### config.mk
export PLATFORM = sky130hd
export DESIGN_NAME = reload_timer_channel
export DESIGN_NICKNAME = d
export VERILOG_FILES = /design/src/common/timer_pkg.sv /design/src/rtl/reload_timer_channel.sv
export SDC_FILE = /design/constraint.sdc
export NUM_CORES = 1
export LEC_CHECK = 0
export ABC_AREA = 1
export BUFFER_PORTS_ARGS = -buffer_cell sky130_fd_sc_hd__buf_2
export CELL_PAD_IN_SITES_DETAIL_PLACEMENT = 0
export CELL_PAD_IN_SITES_GLOBAL_PLACEMENT = 1
export CORE_UTILIZATION = 24
export CTS_CLUSTER_SIZE = 8
export DETAILED_ROUTE_END_ITERATION = 10
export PLACE_DENSITY = 0.53
export RECOVER_POWER = 50
export SETUP_SLACK_MARGIN = 0.15
export SLEW_MARGIN = 20
export SYNTH_ARGS = -nofsm -noshare
export SYNTH_HDL_FRONTEND = slang
export SYNTH_SLANG_ARGS = --single-unit
export TNS_END_PERCENT = 10
### constraint.sdc
create_clock -name core_clk -period 7.4 [get_ports core_clk]
set_input_delay 1.11 -clock core_clk [delete_from_list [all_inputs] [get_ports core_clk]]
set_output_delay 1.11 -clock core_clk [all_outputs]
set_load 0.01 [all_outputs]
### src/common/timer_pkg.sv
/*
  constants, field layouts and carrier types for one reload timer channel.
  assumes a single 10 MHz core clock and a plain strobe register port.
*/
package timer_pkg;
    localparam int addr_w = 4;
    localparam int data_w = 16;
    localparam logic [3:0] mode_off = 4'h0;
    localparam logic [3:0] count_off = 4'h4;
    localparam logic [3:0] start_off = 4'h8;
    localparam logic [3:0] gate_off = 4'hc;
    localparam logic [15:0] count_rst = 16'h0000;
    localparam logic [15:0] count_max = 16'hffff;
    localparam logic [15:0] count_one = 16'h0001;
    localparam logic [4:0] f2_mask = 5'h01;
    localparam logic [4:0] f8_mask = 5'h07;
    localparam logic [4:0] f32_mask = 5'h1f;
    localparam logic [2:0] clk_f1 = 3'h0;
    localparam logic [2:0] clk_f2 = 3'h1;
    localparam logic [2:0] clk_f8 = 3'h2;
    localparam logic [2:0] clk_f32 = 3'h3;
    localparam logic [2:0] clk_fc32 = 3'h4;
    localparam logic [1:0] src_pin = 2'h0;
    localparam logic [1:0] src_b2 = 2'h1;
    localparam logic [1:0] src_prev = 2'h2;
    localparam logic [1:0] src_next = 2'h3;
    typedef enum logic [1:0] {mode_timer, mode_event, mode_oneshot, mode_pwm} op_mode_t;
    // sel_a: timer gate enable / event falling edge; sel_b: gate high / external direction
    typedef struct packed {
        logic up_prog;
        logic [2:0] clk_sel;
        logic free_run;
        logic sel_b;
        logic sel_a;
        logic pulse_out;
        op_mode_t operating_mode_field;
    } mode_t;
    localparam mode_t mode_rst = '0;
    typedef struct packed {
        logic [addr_w-1:0] addr;
        logic [data_w-1:0] wdata;
        logic wr;
        logic rd;
    } reg_req_t;
endpackage

### src/rtl/reload_timer_channel.sv
/*
  one 16-bit reload timer channel: timer mode and single-phase event counter mode.
  assumes pins and neighbour wrap pulses are synchronous to core_clk.
*/
// The implementer's own choices: the plain strobed port and the register addresses.
`timescale 1ns/1ps
`default_nettype none
module reload_timer_channel (
    input wire logic core_clk,
    input wire logic reset,
    input wire timer_pkg::reg_req_t reg_req,
    output logic [timer_pkg::data_w-1:0] rdata,
    input wire logic timer_event_input_pin,
    input wire logic toggle_pin_in,
    input wire logic sub_clk_in,
    input wire logic b2_wrap,
    input wire logic prev_wrap,
    input wire logic next_wrap,
    output logic timer_toggle_output_pin,
    output logic toggle_pin_oe,
    output logic irq_req
);
    import timer_pkg::*;

    mode_t mode_reg;
    logic [1:0] gate_sel_reg;
    logic run_reg;
    logic ticked_reg;
    logic [15:0] count_reg;
    logic [15:0] reload_reg;
    logic [15:0] count_next;
    logic [4:0] div_reg;
    logic [4:0] sub_div_reg;
    logic [2:0] evt_sync;
    logic [1:0] dir_sync;
    logic [2:0] sub_sync;
    logic out_reg;
    logic oe_reg;
    logic irq_reg;
    logic [15:0] rdata_reg;
    logic src_pulse;
    logic gate_ok;
    logic counting;
    logic tick;
    logic count_up;
    logic wrap;
    logic ev_mode;
    logic wr_count;

    function automatic logic div_hit(input logic [4:0] cnt, input logic [4:0] mask);
        div_hit = (cnt & mask) == mask;
    endfunction

    function automatic logic wr_at(input reg_req_t r, input logic [3:0] off);
        wr_at = r.wr && (r.addr == off);
    endfunction

    assign ev_mode = mode_reg.operating_mode_field == mode_event;
    assign wr_count = wr_at(reg_req, count_off);
    // one-shot and pwm are not built here, so those modes simply hold
    assign counting = run_reg && (ev_mode || mode_reg.operating_mode_field == mode_timer);

    // first flop of each chain feeds only the second
    always_ff @(posedge core_clk or posedge reset)
    begin
        if (reset)
        begin
            evt_sync <= 3'h0;
            dir_sync <= 2'h0;
            sub_sync <= 3'h0;
        end
        else
        begin
            evt_sync <= {evt_sync[1:0], timer_event_input_pin};
            dir_sync <= {dir_sync[0], toggle_pin_in};
            sub_sync <= {sub_sync[1:0], sub_clk_in};
        end
    end

    always_ff @(posedge core_clk or posedge reset)
    begin
        if (reset)
        begin
            div_reg <= 5'h00;
            sub_div_reg <= 5'h00;
        end
        else
        begin
            div_reg <= div_reg + 5'h01;
            if (sub_sync[1] && !sub_sync[2])
            begin
                sub_div_reg <= sub_div_reg + 5'h01;
            end
        end
    end

    always_comb
    begin
        src_pulse = 1'b0;
        gate_ok = 1'b1;
        if (ev_mode)
        begin
            case (gate_sel_reg)
                src_pin: src_pulse = mode_reg.sel_a ? (!evt_sync[1] && evt_sync[2])
                                                    : (evt_sync[1] && !evt_sync[2]);
                src_b2: src_pulse = b2_wrap;
                src_prev: src_pulse = prev_wrap;
                src_next: src_pulse = next_wrap;
                default: src_pulse = 1'b0;
            endcase
        end
        else
        begin
            case (mode_reg.clk_sel)
                clk_f1: src_pulse = 1'b1;
                clk_f2: src_pulse = div_hit(div_reg, f2_mask);
                clk_f8: src_pulse = div_hit(div_reg, f8_mask);
                clk_f32: src_pulse = div_hit(div_reg, f32_mask);
                clk_fc32: src_pulse = sub_sync[1] && !sub_sync[2] && div_hit(sub_div_reg, f32_mask);
                default: src_pulse = 1'b0;
            endcase
            if (mode_reg.sel_a)
            begin
                gate_ok = evt_sync[1] == mode_reg.sel_b;
            end
        end
    end

    assign tick = counting && src_pulse && gate_ok;
    // external direction: low pin counts down, high counts up
    assign count_up = ev_mode && (mode_reg.sel_b ? dir_sync[1] : mode_reg.up_prog);

    always_comb
    begin
        if (count_up)
        begin
            wrap = count_reg == count_max;
            count_next = wrap ? (mode_reg.free_run ? count_rst : reload_reg) : count_reg + count_one;
        end
        else
        begin
            wrap = count_reg == count_rst;
            if (wrap)
            begin
                count_next = (ev_mode && mode_reg.free_run) ? count_max : reload_reg;
            end
            else
            begin
                count_next = count_reg - count_one;
            end
        end
    end

    always_ff @(posedge core_clk or posedge reset)
    begin
        if (reset)
        begin
            mode_reg <= mode_rst;
            gate_sel_reg <= src_pin;
            run_reg <= 1'b0;
        end
        else
        begin
            if (wr_at(reg_req, mode_off))
            begin
                mode_reg <= mode_t'(reg_req.wdata[$bits(mode_t)-1:0]);
            end
            if (wr_at(reg_req, gate_off))
            begin
                gate_sel_reg <= reg_req.wdata[1:0];
            end
            if (wr_at(reg_req, start_off))
            begin
                run_reg <= reg_req.wdata[0];
            end
        end
    end

    // remembers whether a source tick has arrived since start
    always_ff @(posedge core_clk or posedge reset)
    begin
        if (reset)
        begin
            ticked_reg <= 1'b0;
        end
        else if (!run_reg)
        begin
            ticked_reg <= 1'b0;
        end
        else if (tick)
        begin
            ticked_reg <= 1'b1;
        end
    end

    // whole-word writes only; bytes are not merged
    always_ff @(posedge core_clk or posedge reset)
    begin
        if (reset)
        begin
            count_reg <= count_rst;
            reload_reg <= count_rst;
        end
        else
        begin
            if (wr_count)
            begin
                reload_reg <= reg_req.wdata;
            end
            if (wr_count && !(run_reg && ticked_reg))
            begin
                count_reg <= reg_req.wdata;
            end
            else if (tick)
            begin
                count_reg <= count_next;
            end
        end
    end

    always_ff @(posedge core_clk or posedge reset)
    begin
        if (reset)
        begin
            irq_reg <= 1'b0;
            out_reg <= 1'b0;
            oe_reg <= 1'b0;
        end
        else
        begin
            irq_reg <= tick && wrap;
            // the pin turns input when it carries the external direction
            oe_reg <= mode_reg.pulse_out && !(ev_mode && mode_reg.sel_b);
            if (!counting || !mode_reg.pulse_out)
            begin
                out_reg <= 1'b0;
            end
            else if (tick && wrap)
            begin
                out_reg <= !out_reg;
            end
        end
    end

    always_ff @(posedge core_clk or posedge reset)
    begin
        if (reset)
        begin
            rdata_reg <= 16'h0000;
        end
        else if (reg_req.rd)
        begin
            case (reg_req.addr)
                mode_off: rdata_reg <= 16'(mode_reg);
                count_off: rdata_reg <= count_reg;
                start_off: rdata_reg <= {15'h0000, run_reg};
                gate_off: rdata_reg <= {14'h0000, gate_sel_reg};
                default: rdata_reg <= 16'h0000;
            endcase
        end
        else
        begin
            rdata_reg <= 16'h0000;
        end
    end

    assign rdata = rdata_reg;
    assign timer_toggle_output_pin = out_reg;
    assign toggle_pin_oe = oe_reg;
    assign irq_req = irq_reg;
endmodule
`default_nettype wire

==> Implementation_results.wiki <==
{| class="wikitable"
! Metric !! Value
|-
| Outcome || completed
|-
| Switch Pwr || a little over 0.8 mW
|-
| TNS Setup || 0 ps
|-
| Endpoints failing hold || 0
|-
| Final worst path period share || 57.8%
|-
| Number of synthesized register bits || 83
|-
| IO buf count || 48
|-
| Switching power as a share of total power || between 40 and 50%
|-
| Most frequent standard cell in the layout excluding fill and tap cells || nand2_1
|-
| Req. time, crit path || 7640 ps
|-
| Number of DRC violations after detailed-routing iteration 0 || 349
|-
| Worst min path class || reg -> reg
|-
| Later-pin clock latency in the skew report || roughly 360 ps
|-
| Number of resized instances in the post-cts repair step || 0
|-
| Type of element capturing the critical path || flop
|-
| Number of antenna violations at the first check in global routing || 0
|-
| Final standard cell count with taps included and fillers excluded || a little over 1000
|-
| Skew final || 12.2 ps
|-
| GR Util All Layers || 15.6%
|-
| Worst slew slack as a fraction of its limit || 18.6%
|-
| Share of cells above drive strength 1 || 8.81%
|-
| Proportion of netlist area held by the largest area contributor || 41.9%
|-
| Number of sinks on the clock net || 83
|-
| Number of enable flip-flop cells after synthesis || 0
|-
| Classification of the worst setup path || in -> reg
|-
| Clock group share of total power || 26.4%
|-
| Worst Setup SP || reg_req[19]
|-
| CTS root buffer || clkbuf_16
|-
| Biggest area contributors in the synthesized netlist || dfrtp_1, nand2_1, nand3_1, inv_1, nor2_1
|-
| Leading cell types in the layout, fill and taps excluded || nand2_1, nand3_1, dfrtp_1
|-
| Synthesized area per cell || 7.02 um^2
|-
| Core Footprint || 20200 um^2
|-
| Via count of the first global-routing pass || 4406
|-
| Hold depth || 0
|-
| Post-layout min period || 4280 ps
|-
| Clock tree buffer depth || 2
|-
| Measured slew at the worst slew-check pin || 1210 ps
|-
| Crit path arrival time || 4520 ps
|-
| Largest fanout on the critical path || 33
|-
| Initial Utilization || between 20% and 30%
|-
| Count of pins on the block boundary || 49
|-
| Dominant register cell in the synthesized netlist || dfrtp_1
|-
| Die Area || 21200 um^2
|-
| Die X-Extent || 146 um
|-
| Max IR drop VDD || 137 uV
|-
| Placed instance count || between 1000 and 1500
|-
| CTS tree || built
|-
| Depth of the worst register-to-register path || 16
|-
| Leftover overflow at the end of global routing || 0
|-
| CTS buffer count || 9
|-
| CP startpoint kind || input pin
|-
| RSZ-0062 raised after global routing || false
|-
| Leading area contributor after synthesis || dfrtp_1
|-
| Combinational power share || 35.8%
|-
| Number of DRC violations after detailed routing || 0
|-
| Row count || 52
|-
| Number of warnings printed during yosys synthesis || 0
|-
| Flop2flop setup slack || ~4800 ps
|-
| Leakage || roughly 2.7 nW
|-
| Antenna diode count || 0
|-
| First-pass GRT wire length || 25300 um
|-
| Post-layout net count || 782
|-
| Total power per unit cell area || 327 nW/um^2
|-
| Timing endpoint of the critical path || count_reg[10]
|-
| Remaining antenna violation count || 0
|-
| Dpl hpwl || 12100 um
|-
| Drt wl/cell || around 16 um
|-
| Max-slew violation count || 0
|-
| Post-synthesis cell type count || 35
|-
| Die height || roughly 150 um
|-
| Area of the mapped netlist || 4950 um^2
|-
| Reg2reg start || div_reg[0]
|-
| Via count of the routed design || 4618
|-
| Worst reg2reg endpoint || count_reg[2]
|-
| Total iterations of the first detailed-routing run || 5
|-
| Endpoints failing setup || 0
|-
| Count of maximum capacitance violations || 0
|-
| Maximum number of pins on one net before global-route repair || 59
|-
| Nets in the synthesized netlist || 744
|-
| Clock-pin slew reported for the worst setup and hold paths after clock tree synthesis || approximately 70 ps
|-
| Number of vias per cell after detailed routing || roughly 4.5
|-
| Ys async rst share || 100%
|-
| Gpl congestion || 0.820
|-
| Proportion of synthesized chip area in sequential cells || a little over two fifths
|-
| Number of buffers inserted by post-CTS setup repair || 0
|-
| Achievable frequency || approximately 230 MHz
|-
| Number of levels the H-tree was split into || 3
|-
| Layout area overhead || 14.9%
|-
| Syn Inst Count || about 710
|-
| Hold buffer count at cts || 0
|-
| Sequential power share || 37.9%
|-
| Cell-internal power || 1.04 mW
|-
| Routed WL || 15900 um
|}
power by group through the flow:
stage | Sequential, mW | Clock (mW) | Combinational [mW]
2_1_floorplan | 0.608 | 0 | 0.546
3_3_place_gp | 0.710 | 0 | 0.668
3_5_place_dp | 0.711 | 0 | 0.664
4_1_cts | 0.702 | 0.505 | 0.668
5_1_grt | 0.719 | 0.527 | 0.753
6_report | 0.705 | 0.491 | 0.666
per-layer routing:
metal  up-vias  track usage, %  part of all wire, %
met5         -               0                    0
met2        73            22.4                   42
met1      2191            23.3                   54
li1       2336               -                    -
met4         0            4.68                  1.5
met3        18            2.88                  3.0
worst max-delay path, cell delays in order:
cell and delay [ps]:
buf_2 90, nor2_1 240, clkinv_1 140, nor3_1 770, clkinvlp_2 780, nor2_8 550
nand2_4 260, clkinv_4 220, nor2_2 140, nand2_1 140, nand3_1 70
worst min-delay path by stage:
stage	from	end	slack, ps
floorplan	dir_sync[0]	dir_sync[1]	330
global placement	evt_sync[0]	evt_sync[1]	340
detailed placement	evt_sync[0]	evt_sync[1]	340
CTS	sub_sync[0]	sub_sync[1]	350
global route	sub_sync[0]	sub_sync[1]	360
finish	sub_sync[0]	sub_sync[1]	350
Yosys cell counts, types with 2 or more instances:
| library cell | count |
|---|---|
| buf_2 | 13 |
| nor2_4 | 4 |
| ha_1 | 8 |
| nor2_1 | 55 |
| xor2_1 | 6 |
| nor2_2 | 6 |
| a21oi_1 | 20 |
| nand2_1 | 236 |
| dfrtp_1 | 83 |
| nand3_1 | 107 |
| inv_1 | 77 |
| nand2_2 | 4 |
| nand4_1 | 11 |
| buf_6 | 2 |
| inv_2 | 2 |
| xnor2_1 | 3 |
| mux2_2 | 2 |
| clkbuf_1 | 8 |
| nand3b_1 | 2 |
| nor3_1 | 9 |
| o21ai_0 | 34 |
through the flow:
| step | hold slack, ps | cell area (um^2) | worst slack (ps) | power [mW] | utilization [%] |
|---|---|---|---|---|---|
| 5_1_grt | 361 | 5690 | 2720 | 2.00 | 28.1 |
| 2_1_floorplan | 331 | 4950 | 4150 | 1.15 | - |
| 6_report | 351 | 5690 | 3120 | 1.86 | 28.1 |
| 3_3_place_gp | 336 | 5430 | 4160 | 1.38 | 26.8 |
| 4_1_cts | 354 | 5740 | 4440 | 1.88 | 28.4 |
| 3_5_place_dp | 337 | 5430 | 4060 | 1.37 | 26.8 |
layout make-up:
class | instances | area, um^2
fillers | 2265 | 14500
clock inverters | 7 | 87.6
flip-flops and latches | 83 | 2080
repair buffers | 51 | 234
multi-input cells | 518 | 2420
clock buffers | 9 | 225
inverters | 81 | 312
well taps | 270 | 338
logic make-up after synthesis:
kind of cell	synth area share (%)
AND/OR/NAND/NOR	39.0
adder cells (fa/ha/maj)	2.02
buffers and inverters	8.82
AO/OA/AOI/OAI	6.19
XOR/XNOR	1.59
multiplexers	0.455
flip-flops	41.9
Power figures use the tool's default switching activity.
